`src/include/adcsq_pkg.sv`:
```
// shared constants and types of the sample sequence control block
package adcsq_pkg;
    // ********************************************************
    // widths
    // ********************************************************
    localparam int DATA_W = 12;
    localparam int CHAN_N = 16;
    localparam int CHAN_W = 4;
    localparam int PAIR_W = 3;
    localparam int ACQ_W = 4;
    localparam int ADDR_W = 5;
    localparam int CNT_W = 6;
    // ********************************************************
    // timing, counted in half converter clocks
    // ********************************************************
    // converter clock is the system clock divided by two
    localparam int CONV_DIV = 2;
    localparam int PIPE_STAGES = 4;
    localparam int PIPE_DEPTH = PIPE_STAGES * CONV_DIV;
    localparam logic [CNT_W-1:0] TRIG_DLY_HALF = 6'h05;
    localparam logic [CNT_W-1:0] SEQ_GAP_HALF = 6'h02;
    localparam logic [CNT_W-1:0] SIM_GAP_HALF = 6'h04;
    // ********************************************************
    // register byte offsets
    // ********************************************************
    localparam logic [ADDR_W-1:0] REG_CTRL1 = 5'h00;
    localparam logic [ADDR_W-1:0] REG_CTRL3 = 5'h04;
    localparam logic [ADDR_W-1:0] REG_CHSEL = 5'h08;
    localparam logic [ADDR_W-1:0] REG_CMD = 5'h0C;
    localparam logic [ADDR_W-1:0] REG_STAT = 5'h10;
    localparam logic [ADDR_W-1:0] REG_RES_A = 5'h14;
    localparam logic [ADDR_W-1:0] REG_RES_B = 5'h18;
    // ********************************************************
    // field positions
    // ********************************************************
    localparam int CTRL1_ACQ_LSB = 8;
    localparam int CTRL1_SAMPLE_MODE_SELECT = 4;
    localparam int CTRL3_REF1 = 7;
    localparam int CTRL3_REF0 = 6;
    localparam int CTRL3_CORE = 5;
    localparam int CMD_SW = 0;
    localparam int CMD_CONT = 1;
    localparam int CMD_EVT_EN = 2;
    localparam int CMD_EXT_EN = 3;
    localparam int STAT_FA = 0;
    localparam int STAT_FB = 1;
    localparam int STAT_BUSY = 8;
    localparam int STAT_SH = 9;
    // ********************************************************
    // types
    // ********************************************************
    typedef enum logic [1:0] {
        ST_IDLE,
        ST_DELAY,
        ST_HOLD,
        ST_GAP
    } adcsq_state_e;
endpackage

```
`src/include/adcsq_pipe_if.sv`:
```
// link between the sequencer and the conversion pipeline
`timescale 1ns/10ps
interface adcsq_pipe_if;
    logic cap;
    logic pair;
    logic [adcsq_pkg::DATA_W-1:0] a;
    logic [adcsq_pkg::DATA_W-1:0] b;
    logic out_vld;
    logic out_pair;
    logic [adcsq_pkg::DATA_W-1:0] out_a;
    logic [adcsq_pkg::DATA_W-1:0] out_b;
    modport ctrl (output cap, pair, a, b,
                  input out_vld, out_pair, out_a, out_b);
    modport pipe (input cap, pair, a, b,
                  output out_vld, out_pair, out_a, out_b);
endinterface

```
`src/adcsq_top.sv`:
```
// sample sequence control: triggers, sample/hold, results, flags
//
// Design decisions made here: the strobed register port and the placing of the registers.
`timescale 1ns/10ps
module adcsq_top
    import adcsq_pkg::*;
#(
    parameter int FLAG_DELAY = 2
) (
    // clock and reset
    input wire logic clock,
    input wire logic rst,
    // register port
    input wire logic [ADDR_W-1:0] reg_addr,
    input wire logic [31:0] reg_wdata,
    input wire logic reg_wr,
    input wire logic reg_rd,
    output logic [31:0] reg_rdata,
    // trigger sources
    input wire logic [1:0] event_manager_triggers,
    input wire logic external_conversion_start,
    // digitised inputs
    input wire logic [CHAN_N-1:0][DATA_W-1:0] chan_code,
    // converter side
    output logic converter_clock,
    output logic sample_hold,
    output logic [DATA_W-1:0] result_a,
    output logic [DATA_W-1:0] result_b,
    output logic converter_flag_a,
    output logic converter_flag_b
);
    logic [ACQ_W-1:0] acq_q;
    logic sample_mode_select_q;
    logic [1:0] ref_pwr_q;
    logic core_pwr_q;
    logic [CHAN_W-1:0] chsel_q;
    logic cont_q, evt_en_q, ext_en_q;
    logic ext_prev_q;
    logic phase_q;
    adcsq_state_e st_q;
    logic [CNT_W-1:0] cnt_q;
    logic sh_q;
    logic [DATA_W-1:0] res_a_q, res_b_q, b_hold_q;
    logic [CONV_DIV-1:0] b_lag_q;
    logic [FLAG_DELAY-1:0] dly_a_q, dly_b_q;
    logic flag_a_q, flag_b_q;
    logic [31:0] rdata_q, rd_word;
    logic [CNT_W-1:0] sh_len_q;
    logic wr_ctrl1, wr_ctrl3, wr_chsel, wr_cmd, wr_stat;
    logic sw_trig, ext_rise, trig_go, hold_end;
    logic [CNT_W-1:0] hold_len, gap_len;
    logic [CHAN_W-1:0] sel_a, sel_b;
    adcsq_pipe_if pif ();

    // ********************************************************
    // register writes
    // ********************************************************
    assign wr_ctrl1 = reg_wr && (reg_addr == REG_CTRL1);
    assign wr_ctrl3 = reg_wr && (reg_addr == REG_CTRL3);
    assign wr_chsel = reg_wr && (reg_addr == REG_CHSEL);
    assign wr_cmd = reg_wr && (reg_addr == REG_CMD);
    assign wr_stat = reg_wr && (reg_addr == REG_STAT);

    always_ff @(posedge clock or posedge rst) begin
        if (rst) begin
            acq_q <= '0;
            sample_mode_select_q <= 1'b0;
            chsel_q <= '0;
            cont_q <= 1'b0;
            evt_en_q <= 1'b0;
            ext_en_q <= 1'b0;
        end else begin
            if (wr_ctrl1) begin
                acq_q <= reg_wdata[CTRL1_ACQ_LSB +: ACQ_W];
                sample_mode_select_q <= reg_wdata[CTRL1_SAMPLE_MODE_SELECT];
            end
            if (wr_chsel) begin
                chsel_q <= reg_wdata[CHAN_W-1:0];
            end
            if (wr_cmd) begin
                cont_q <= reg_wdata[CMD_CONT];
                evt_en_q <= reg_wdata[CMD_EVT_EN];
                ext_en_q <= reg_wdata[CMD_EXT_EN];
            end
        end
    end

    // no ordering check: sequencing the power bits is software's job
    always_ff @(posedge clock or posedge rst) begin
        if (rst) begin
            ref_pwr_q <= '0;
            core_pwr_q <= 1'b0;
        end else if (wr_ctrl3) begin
            ref_pwr_q <= {reg_wdata[CTRL3_REF1],
                reg_wdata[CTRL3_REF0]};
            core_pwr_q <= reg_wdata[CTRL3_CORE];
        end
    end

    // ********************************************************
    // converter clock and triggers
    // ********************************************************
    always_ff @(posedge clock or posedge rst) begin
        if (rst) begin
            phase_q <= 1'b0;
            ext_prev_q <= 1'b0;
        end else begin
            phase_q <= ~phase_q;
            ext_prev_q <= external_conversion_start;
        end
    end

    assign sw_trig = wr_cmd && reg_wdata[CMD_SW];
    assign ext_rise = external_conversion_start && !ext_prev_q;
    // a trigger during a running sequence is dropped, not queued
    assign trig_go = core_pwr_q && (sw_trig
        || (evt_en_q && (|event_manager_triggers))
        || (ext_en_q && ext_rise));

    // ********************************************************
    // sample/hold sequencer
    // ********************************************************
    assign hold_len = CNT_W'((32'(acq_q) + 32'd1) * CONV_DIV);
    assign gap_len = sample_mode_select_q ? SIM_GAP_HALF : SEQ_GAP_HALF;
    assign hold_end = core_pwr_q && (st_q == ST_HOLD) && (cnt_q == '0);

    always_ff @(posedge clock or posedge rst) begin
        if (rst) begin
            st_q <= ST_IDLE;
            cnt_q <= '0;
            sh_q <= 1'b0;
        end else if (!core_pwr_q) begin
            st_q <= ST_IDLE;
            sh_q <= 1'b0;
        end else begin
            case (st_q)
                ST_IDLE: begin
                    if (trig_go) begin
                        st_q <= ST_DELAY;
                        cnt_q <= TRIG_DLY_HALF - 6'h01;
                    end
                end
                ST_DELAY: begin
                    if (cnt_q == '0) begin
                        st_q <= ST_HOLD;
                        sh_q <= 1'b1;
                        cnt_q <= hold_len - 6'h01;
                    end else begin
                        cnt_q <= cnt_q - 6'h01;
                    end
                end
                ST_HOLD: begin
                    if (cnt_q == '0) begin
                        sh_q <= 1'b0;
                        if (cont_q) begin
                            st_q <= ST_GAP;
                            cnt_q <= gap_len - 6'h01;
                        end else begin
                            st_q <= ST_IDLE;
                        end
                    end else begin
                        cnt_q <= cnt_q - 6'h01;
                    end
                end
                ST_GAP: begin
                    if (cnt_q == '0) begin
                        st_q <= ST_HOLD;
                        sh_q <= 1'b1;
                        cnt_q <= hold_len - 6'h01;
                    end else begin
                        cnt_q <= cnt_q - 6'h01;
                    end
                end
                default: begin
                    st_q <= ST_IDLE;
                end
            endcase
        end
    end

    // ********************************************************
    // channel capture and pipeline
    // ********************************************************
    assign sel_a = sample_mode_select_q ? {1'b0, chsel_q[PAIR_W-1:0]} : chsel_q;
    assign sel_b = {1'b1, chsel_q[PAIR_W-1:0]};
    assign pif.cap = hold_end;
    assign pif.pair = sample_mode_select_q;
    assign pif.a = chan_code[sel_a];
    assign pif.b = chan_code[sel_b];

    adcsq_pipe u_pipe (
        .clock(clock),
        .rst(rst),
        .pif(pif)
    );

    // ********************************************************
    // results and flags
    // ********************************************************
    always_ff @(posedge clock or posedge rst) begin
        if (rst) begin
            res_a_q <= '0;
            res_b_q <= '0;
            b_hold_q <= '0;
            b_lag_q <= '0;
        end else begin
            // b leaves one converter clock after a
            b_lag_q <= {b_lag_q[CONV_DIV-2:0], pif.out_vld && pif.out_pair};
            if (pif.out_vld) begin
                res_a_q <= pif.out_a;
                b_hold_q <= pif.out_b;
            end
            if (b_lag_q[CONV_DIV-1]) begin
                res_b_q <= b_hold_q;
            end
        end
    end

    always_ff @(posedge clock or posedge rst) begin
        if (rst) begin
            dly_a_q <= '0;
            dly_b_q <= '0;
            flag_a_q <= 1'b0;
            flag_b_q <= 1'b0;
        end else begin
            dly_a_q <= FLAG_DELAY'({dly_a_q, pif.out_vld});
            dly_b_q <= FLAG_DELAY'({dly_b_q, b_lag_q[CONV_DIV-1]});
            // a new event beats a clear in the same cycle
            flag_a_q <= dly_a_q[FLAG_DELAY-1]
                || (flag_a_q && !(wr_stat && reg_wdata[STAT_FA]));
            flag_b_q <= dly_b_q[FLAG_DELAY-1]
                || (flag_b_q && !(wr_stat && reg_wdata[STAT_FB]));
        end
    end

    // ********************************************************
    // register reads
    // ********************************************************
    always_comb begin
        rd_word = '0;
        case (reg_addr)
            REG_CTRL1: begin
                rd_word[CTRL1_ACQ_LSB +: ACQ_W] = acq_q;
                rd_word[CTRL1_SAMPLE_MODE_SELECT] = sample_mode_select_q;
            end
            REG_CTRL3: begin
                rd_word[CTRL3_REF1] = ref_pwr_q[1];
                rd_word[CTRL3_REF0] = ref_pwr_q[0];
                rd_word[CTRL3_CORE] = core_pwr_q;
            end
            REG_CHSEL: rd_word[CHAN_W-1:0] = chsel_q;
            REG_CMD: begin
                rd_word[CMD_CONT] = cont_q;
                rd_word[CMD_EVT_EN] = evt_en_q;
                rd_word[CMD_EXT_EN] = ext_en_q;
            end
            REG_STAT: begin
                rd_word[STAT_FA] = flag_a_q;
                rd_word[STAT_FB] = flag_b_q;
                rd_word[STAT_BUSY] = (st_q != ST_IDLE);
                rd_word[STAT_SH] = sh_q;
            end
            REG_RES_A: rd_word[DATA_W-1:0] = res_a_q;
            REG_RES_B: rd_word[DATA_W-1:0] = res_b_q;
            default: rd_word = '0;
        endcase
    end

    always_ff @(posedge clock or posedge rst) begin
        if (rst) begin
            rdata_q <= '0;
        end else begin
            rdata_q <= reg_rd ? rd_word : '0;
        end
    end

    assign reg_rdata = rdata_q;
    assign converter_clock = phase_q;
    assign sample_hold = sh_q;
    assign result_a = res_a_q;
    assign result_b = res_b_q;
    assign converter_flag_a = flag_a_q;
    assign converter_flag_b = flag_b_q;

    // ********************************************************
    // checks
    // ********************************************************
    always_ff @(posedge clock or posedge rst) begin
        if (rst) begin
            sh_len_q <= '0;
        end else begin
            sh_len_q <= sh_q ? sh_len_q + 6'h01 : '0;
        end
    end
endmodule

```
`src/adcsq_pipe.sv`:
```
// four-stage conversion pipeline, two slots per converter clock
`timescale 1ns/10ps
module adcsq_pipe
    import adcsq_pkg::*;
(
    // clock and reset
    input wire logic clock,
    input wire logic rst,
    // sequencer side
    adcsq_pipe_if.pipe pif
);
    logic vld_q [PIPE_DEPTH];
    logic pair_q [PIPE_DEPTH];
    logic [DATA_W-1:0] a_q [PIPE_DEPTH];
    logic [DATA_W-1:0] b_q [PIPE_DEPTH];

    // ********************************************************
    // stages
    // ********************************************************
    for (genvar k = 0; k < PIPE_DEPTH; k++) begin : g_stage
        logic vld_in, pair_in;
        logic [DATA_W-1:0] a_in, b_in;
        // head stage takes the capture; no index below zero is built
        if (k == 0) begin : g_head
            assign vld_in = pif.cap;
            assign pair_in = pif.pair;
            assign a_in = pif.a;
            assign b_in = pif.b;
        end else begin : g_next
            assign vld_in = vld_q[k-1];
            assign pair_in = pair_q[k-1];
            assign a_in = a_q[k-1];
            assign b_in = b_q[k-1];
        end
        always_ff @(posedge clock or posedge rst) begin
            if (rst) begin
                vld_q[k] <= 1'b0;
                pair_q[k] <= 1'b0;
                a_q[k] <= '0;
                b_q[k] <= '0;
            end else begin
                vld_q[k] <= vld_in;
                pair_q[k] <= pair_in;
                a_q[k] <= a_in;
                b_q[k] <= b_in;
            end
        end
    end

    assign pif.out_vld = vld_q[PIPE_DEPTH-1];
    assign pif.out_pair = pair_q[PIPE_DEPTH-1];
    assign pif.out_a = a_q[PIPE_DEPTH-1];
    assign pif.out_b = b_q[PIPE_DEPTH-1];
endmodule

```
`config.mk`:
```
export PLATFORM = sky130hd
export DESIGN_NAME = adcsq_top
export DESIGN_NICKNAME = d
export VERILOG_FILES = /design/src/include/adcsq_pkg.sv /design/src/include/adcsq_pipe_if.sv /design/src/adcsq_top.sv /design/src/adcsq_pipe.sv
export SDC_FILE = /design/constraint.sdc
export NUM_CORES = 1
export LEC_CHECK = 0
export CORE_MARGIN = 1.5
export CORE_UTILIZATION = 35
export DETAILED_ROUTE_END_ITERATION = 10
export DONT_BUFFER_PORTS = 1
export MAX_ROUTING_LAYER = met4
export PLACE_DENSITY_LB_ADDON = 0.3
export SETUP_SLACK_MARGIN = 0.15
export SLEW_MARGIN = 30
export SYNTH_ARGS = -nofsm -noshare
export SYNTH_HDL_FRONTEND = slang
export SYNTH_HIERARCHICAL = 1
export SYNTH_SLANG_ARGS = --single-unit
```
`constraint.sdc`:
```
create_clock -name clock -period 6.9 [get_ports clock]
set_clock_uncertainty 0.15 [all_clocks]
set_input_delay 0.345 -clock clock [delete_from_list [all_inputs] [get_ports clock]]
set_output_delay 0.345 -clock clock [all_outputs]
set_load 0.1 [all_outputs]
```
# Yosys cells after proc, flatten, opt, wreduce, memory -nomap -nowiden
# Index checks and enable logic that the tools add are counted.
[totals]
ff_bits = 290
input_bits = 236
out_inout_bits = 60
elab_cells = 138
[classes]
add_sub_neg = 4
order_cmp = 2
eq_ne = 15
n_mux = 29
bitwise = 1
reduce_logical = 33
[ops]
columns = ["operator", "n"]
rows = [
  ["$bmux 12 s4", 1],
  ["$bmux 12 s3", 1],
  ["$mux 12", 3],
  ["$mux 6", 4],
  ["$pmux 6 s3", 1],
  ["$logic_and 1x1->1", 17],
  ["$pmux 2 s4", 2],
  ["$eq 5x5->1 const B", 3],
  ["$pmux 2 s3", 2],
  ["$sub 6x1->6 const B", 2],
  ["$eq 5x4->1 const B", 2],
  ["$lt 4x5->1 const B", 2],
  ["$mux 2", 5],
  ["$ne 3x2->1 const B", 3],
  ["$pmux 3 s3", 1],
  ["$reduce_and 3->1", 3],
  ["$logic_not 6->1", 1],
  ["$ne 3x3->1 const B", 2],
  ["$add 4x1->5 const B", 1],
  ["$eq 5x3->1 const B", 1],
  ["$logic_not 5->1", 1],
  ["$pmux 1 s5", 1],
  ["$eq 2x2->1 const B", 2],
  ["$logic_or 1x1->1", 4],
  ["other kinds (14)", 19],
]

# Depth between registers and ports, before layout
[depth]
depth_word = 9
ltp_mapped = 8
depth_no_buf = 7

# By module
# Netlist, hierarchy kept.
[modules_own_cells]
columns = ["module", "n_inst", "cells_each", "area_per_inst_um2", "seq_area_each_um2"]
rows = [
  ["adcsq_top", 1, 423, 5353.9, 2052.0],
  ["adcsq_pipe", 1, 209, 5208.7, 5205.0],
]

# Least setup slack after synthesis
# Ideal clock, no wire load.
[synth_path]
kind = "reg2reg"
start = "register acq_q[0]"
end = "register cnt_q[4]"
setup_time_ns = 0.134
t_arrival_ns = 1.771
t_required_ns = 6.616
path_slack_ns = 4.844
stages_incl_launch_ff = 6
path_buffers = 0
path_cell_list = "dfrtp_1 > ha_1 > or4b_2 > o2111a_1 > a21oi_1 > a221oi_2"
[synth_between]
elab_chain_cells = 4
[synth_lines]
columns = ["item", "line_no", "source"]
rows = [
  ["start: declaration", "adcsq_top.sv:32", "logic [ACQ_W-1:0] acq_q;"],
  ["start signal: assignment", "adcsq_top.sv:74", "acq_q <= reg_wdata[CTRL1_ACQ_LSB +: ACQ_W];"],
  ["$add 4x1->5", "adcsq_top.sv:123", "assign hold_len = CNT_W'((32'(acq_q) + 32'd1) * CONV_DIV);"],
  ["$sub 6x1->6", "adcsq_top.sv:147, adcsq_top.sv:169", ""],
  ["$mux 6", "adcsq_top.sv:144, adcsq_top.sv:166", ""],
  ["$pmux 6 s3", "adcsq_top.sv:136", "case (st_q)"],
  ["end signal: assignment", "adcsq_top.sv:147", "cnt_q <= hold_len - 6'h01;"],
  ["end signal: assignment", "adcsq_top.sv:149", "cnt_q <= cnt_q - 6'h01;"],
  ["end signal: assignment", "adcsq_top.sv:169", "cnt_q <= hold_len - 6'h01;"],
  ["end: declaration", "adcsq_top.sv:41", "logic [CNT_W-1:0] cnt_q;"],
]
# No other way between the ends.
# A chain may end at the register's enable or synchronous reset.

# Worst setup path in the final report
[layout_path]
start = "register cnt_q[0]"
end = "register cnt_q[4]"
[layout_between]
elab_chain_cells = 3
word_cells_on_any_way = 7
[layout_lines]
columns = ["item", "line_no", "source"]
rows = [
  ["start signal: assignment", "adcsq_top.sv:140", "cnt_q <= TRIG_DLY_HALF - 6'h01;"],
  ["start signal: assignment", "adcsq_top.sv:147", ""],
  ["start signal: assignment", "adcsq_top.sv:149", ""],
  ["$sub 6x1->6 / $logic_not 6->1 (equally long branches)", "n/a", ""],
  ["$mux 6, or another cell as far along", "adcsq_top.sv:144, adcsq_top.sv:166", ""],
  ["$pmux 6 s3 / $reduce_and 3->1 (equally long branches)", "n/a", ""],
]
# Several ways; a longest one is shown, not always the timed one.

==> flow_results.org <==
** STA
- Setup violations remaining at the end of the flow were counted as 0.
- Highest Clock Rate :: between 0.4 and 0.5 GHz
- Slew at the pin with the worst max-slew slack :: roughly 1 ns
- The max-slew violation count came to 0.
- The worst pin sits at a relative slew slack of 0.322.
- In the final timing run, aggregate negative setup slack is 0 ns.
- The clock period could shrink to roughly 2.3 ns.
- In the post-route analysis, the smallest setup slack over all paths is 4.58 ns.
- RSZ-0062 raised after global routing :: no
- The count of endpoints failing hold in the final timing report was 0.
- Dividing the final minimum period by the clock period gives 0.336.

** Logic synthesis
- Summing every instance area after synthesis gives ~11000 µm².
- Distinct cell type count after synthesis :: 54
- For this run, the leading register cell type out of synthesis is dfrtp_1.
- Synthesized area divided by synthesized cell count :: 16.7 µm²
- Cells after Synth :: approximately 630
- Counting flops with an async set or reset pin after synthesis yields a share of 1.00.
- Total of flip-flops plus latches after synthesis :: a little under 300
- Portion of the post-synthesis area used by sequential elements :: 0.687
- Yosys printed 6 warnings.
- Number of synthesized flops with an enable pin :: 0

** Routing
- Post-route DRC violation count :: 0
- Vias :: around 5300
- After detailed routing, the number of vias per cell comes to approximately 5.0.
- DRT iter0 DRCs :: between 300 and 400
- The count of nets left with antenna violations once routing finished came out at 0.
- Drt total wl :: ~23000 µm
- Routed wirelength normalized by instance count :: ~21 µm
- Detailed Routing Iterations Pass 1 :: 5

** Die
- The core region is ~30000 µm².
- IO Pins :: approximately 300
- Die height :: approximately 180 µm
- For this configuration, the core starts out at a cell density of 0.356.
- The floorplan has 63 rows.
- The die covers roughly 31000 µm².
- Die outline width :: 177 µm

** Clock tree
- Clock-pin slew on the worst setup and hold paths :: roughly 0.060 ns
- CTS Root Buffer Type :: clkbuf_16
- Clk Latency, worst-skew pair :: around 0.54 ns
- Clock tree synthesis found a total of a little under 300 sinks.
- TritonCTS built the clock tree.
- CTS built an H-tree with a depth of 1.
- Post-CTS Setup Repair Bufs :: 0
- Once the clock tree was built, the resizer swapped 0 gates to a different size.
- Number of clock buffers inserted by TritonCTS :: 28
- The longest clock path from root to sink contains 3 buffers.

** Setup path
- Kind of capture point of the worst setup path :: register
- For the worst setup path, the data arrival time is between 2 and 3 ns.
- Reg-to-Reg End :: cnt_q[4]
- In this run the worst setup path terminates at cnt_q[4].
- Startpoint-to-endpoint class of the critical path :: reg2reg
- Along the worst path, the maximum fanout reaches 12.
- Cells on worst reg2reg path :: 7
- The startpoint identified for the worst register-to-register timing path is cnt_q[0].
- The critical path starts at cnt_q[0].
- Critical Path Source Type :: register
- Setup slack of the worst register-to-register path :: roughly 4.6 ns
- Data required, critical path :: ~7.2 ns

** Placement
- The number of placed instances, taps included, is roughly 1000.
- Half-perimeter wire length after detailed placement :: 16400 µm
- At the placement stage, the worst setup path has a slack of 4.44 ns.
- Gpl congestion :: around 0.91
- Buffers placed on the I/O ports in this run total 0.

** Global route
- The number of global-route vias before repair is 5739.
- Global-route wire length before repair :: around 34000 µm
- Remaining global-route overflow :: 0
- Pin count of the biggest net entering global routing :: 121
- Initial antenna violation count :: 3
- Across every metal layer, demand over resource in global routing totals 0.151.

** Worst hold path
- Hold WC Path Type :: in2reg
- Launch point of the worst hold path :: reg_addr[1]

** Pwr
- For this design the ratio of total power to cell area is roughly 370 nW/µm².
- Summing internal, switching and leakage power gives between 4 and 5 mW.
- Leakage :: 5.24 nW
- VDD sags by at most roughly 0.00024 V.

** Finish
- Nets :: ~900
- Relative to the synthesized area, the layout overhead comes to 15.0%.
- Share of the core filled with cells in the final layout :: 0.410
- Of the cells placed in the final design, the portion with a size suffix greater than 1 is 0.279.
- Fill cells in the final layout number about 2800.
- Non-filler instance count after layout :: 1075

** Run
- Max-cap violations in this run came to 0.

** Status
- The flow ran to the end, and the final reports show no timing, DRC or antenna violations.
layout by cell type (no fill, tap or decap), types with 3 or more instances in the layout:
master           n
dfrtp_1        280
mux2_2          68
mux4_2          48
nand2_1         36
clkbuf_16       28
dlygate4sd3_1   23
conb_1          20
o21ai_0         15
mux2i_1         13
nor2_1          12
a22oi_1         10
a21oi_1          9
nand3_1          8
dfrtp_2          8
o21ai_1          7
inv_1            6
clkinv_2         5
bufinv_16        5
clkbuf_1         5
diode_2          4
a222oi_1         4
a21o_1           4
clkinvlp_4       4
clkbuf_8         4
nor2b_1          3
and2_1           3
a21boi_0         3
nor3b_1          3
ha_1             3
state kept, by name, indices dropped and copies added, names as in the netlist, 2 cells and up:
name / count
u_pipe/g_stage.pair_in: 7
reg_rdata: 12
acq_q: 4
result_a: 12
ref_pwr_q: 2
cnt_q: 6
chsel_q: 4
st_q: 2
dly_a_q: 2
b_lag_q: 2
u_pipe/pif.out_b: 12
dly_b_q: 2
u_pipe/g_stage.a_in: 84
u_pipe/g_stage.b_in: 84
u_pipe/pif.out_a: 12
u_pipe/g_stage.vld_in: 7
result_b: 12
b_hold_q: 12
worst min path at each step:
stage                                       endpoint  slack (ns)  cells after the start
after floorplan                           b_lag_q[1]        0.18                      0
after global placement     u_pipe/g_stage[3].b_in[1]        0.18                      0
after detailed placement   u_pipe/g_stage[3].a_in[1]        0.18                      0
after CTS                               reg_rdata[7]       0.001                      3
after global routing      u_pipe/g_stage[1].b_in[11]        0.02                      2
final                                   reg_rdata[7]        0.02                      3
synthesized netlist by cell type, types with 2 or more instances:
| cell | number | area [µm²] |
|---|---|---|
| nor2b_1 | 4 | 25.0 |
| nor4b_4 | 2 | 47.6 |
| mux2i_1 | 13 | 130 |
| nor3_1 | 2 | 10.0 |
| a222oi_1 | 4 | 40.0 |
| mux2_2 | 68 | 766 |
| nor3b_1 | 3 | 22.5 |
| nand3_1 | 8 | 40.0 |
| a21o_1 | 4 | 30.0 |
| nor2_1 | 12 | 45.0 |
| dfrtp_1 | 290 | 7260 |
| o211ai_1 | 2 | 15.0 |
| buf_6 | 5 | 56.3 |
| buf_2 | 5 | 25.0 |
| and2_1 | 3 | 18.8 |
| clkbuf_1 | 13 | 48.8 |
| nand2_1 | 36 | 135 |
| a21boi_0 | 3 | 22.5 |
| a21oi_1 | 9 | 45.0 |
| xor2_1 | 2 | 17.5 |
| inv_1 | 8 | 30.0 |
| o21ai_1 | 7 | 35.0 |
| buf_4 | 22 | 165 |
| nand3b_1 | 2 | 15.0 |
| ha_1 | 3 | 37.5 |
| mux4_2 | 48 | 1080 |
| a22oi_1 | 10 | 75.1 |
| buf_1 | 3 | 11.3 |
| nor3_2 | 2 | 20.0 |
| o21ai_0 | 15 | 75.1 |
area by class of cell:
type                       count  area, µm²  share of cell area
inverter                       8       38.8             0.00319
multi-input combinational    305       3050               0.251
timing repair buffer          27        288              0.0237
antenna                        4       10.0            0.000824
sequential                   290       7270               0.599
tap                          390        488              0.0402
clock inverter                14        230              0.0189
clock buffer                  37        774              0.0637
what timing repair did:
action,CTS,global route
setup endpoints to repair,0,0
hold buffers,23,0
endpoints found under the hold margin,231,0
metrics by stage:
stage | hold slack (ns) | cell area (µm²)
2_1_floorplan | 0.181 | 10600
3_3_place_gp | 0.182 | 10900
3_5_place_dp | 0.185 | 10900
4_1_cts | 0.00135 | 12100
5_1_grt | 0.0229 | 12100
6_report | 0.0235 | 12200
critical path, cell delays in order (launching register included):
cell	delay [ns]
dfrtp_1	0.41
inv_1	0.11
ha_1	0.16
nor2b_1	0.26
nand3_1	0.20
o221ai_2	0.55
nor2_1	0.13
a221oi_2	0.24
where the power goes:
part / internal (mW) / leakage, nW / switching [mW]
clock: 0.981 / 0.478 / 0.623
combinational: 0.251 / 1.19 / 0.283
sequential: 2.15 / 3.57 / 0.188
logic make-up after synthesis:
group	after synthesis	synth area share
DFF	290	0.687
muxes	129	0.187
and+or+nand+nor	83	0.0436
AOI/OAI and AO/OA	67	0.0439
buffers and inverters	56	0.0319
adders and majority gates	3	0.00355
xor gates and xnor gates	3	0.00249
other	1	0.000355
per-layer routing:
| metal | global-route usage | wire (µm) |
|---|---|---|
| met5 | - | 0 |
| met4 | 0.0452 | 549 |
| met3 | 0.0316 | 1770 |
| met2 | 0.245 | 11400 |
| met1 | 0.191 | 9090 |
Note: power is estimated with default switching activity, not from simulation.
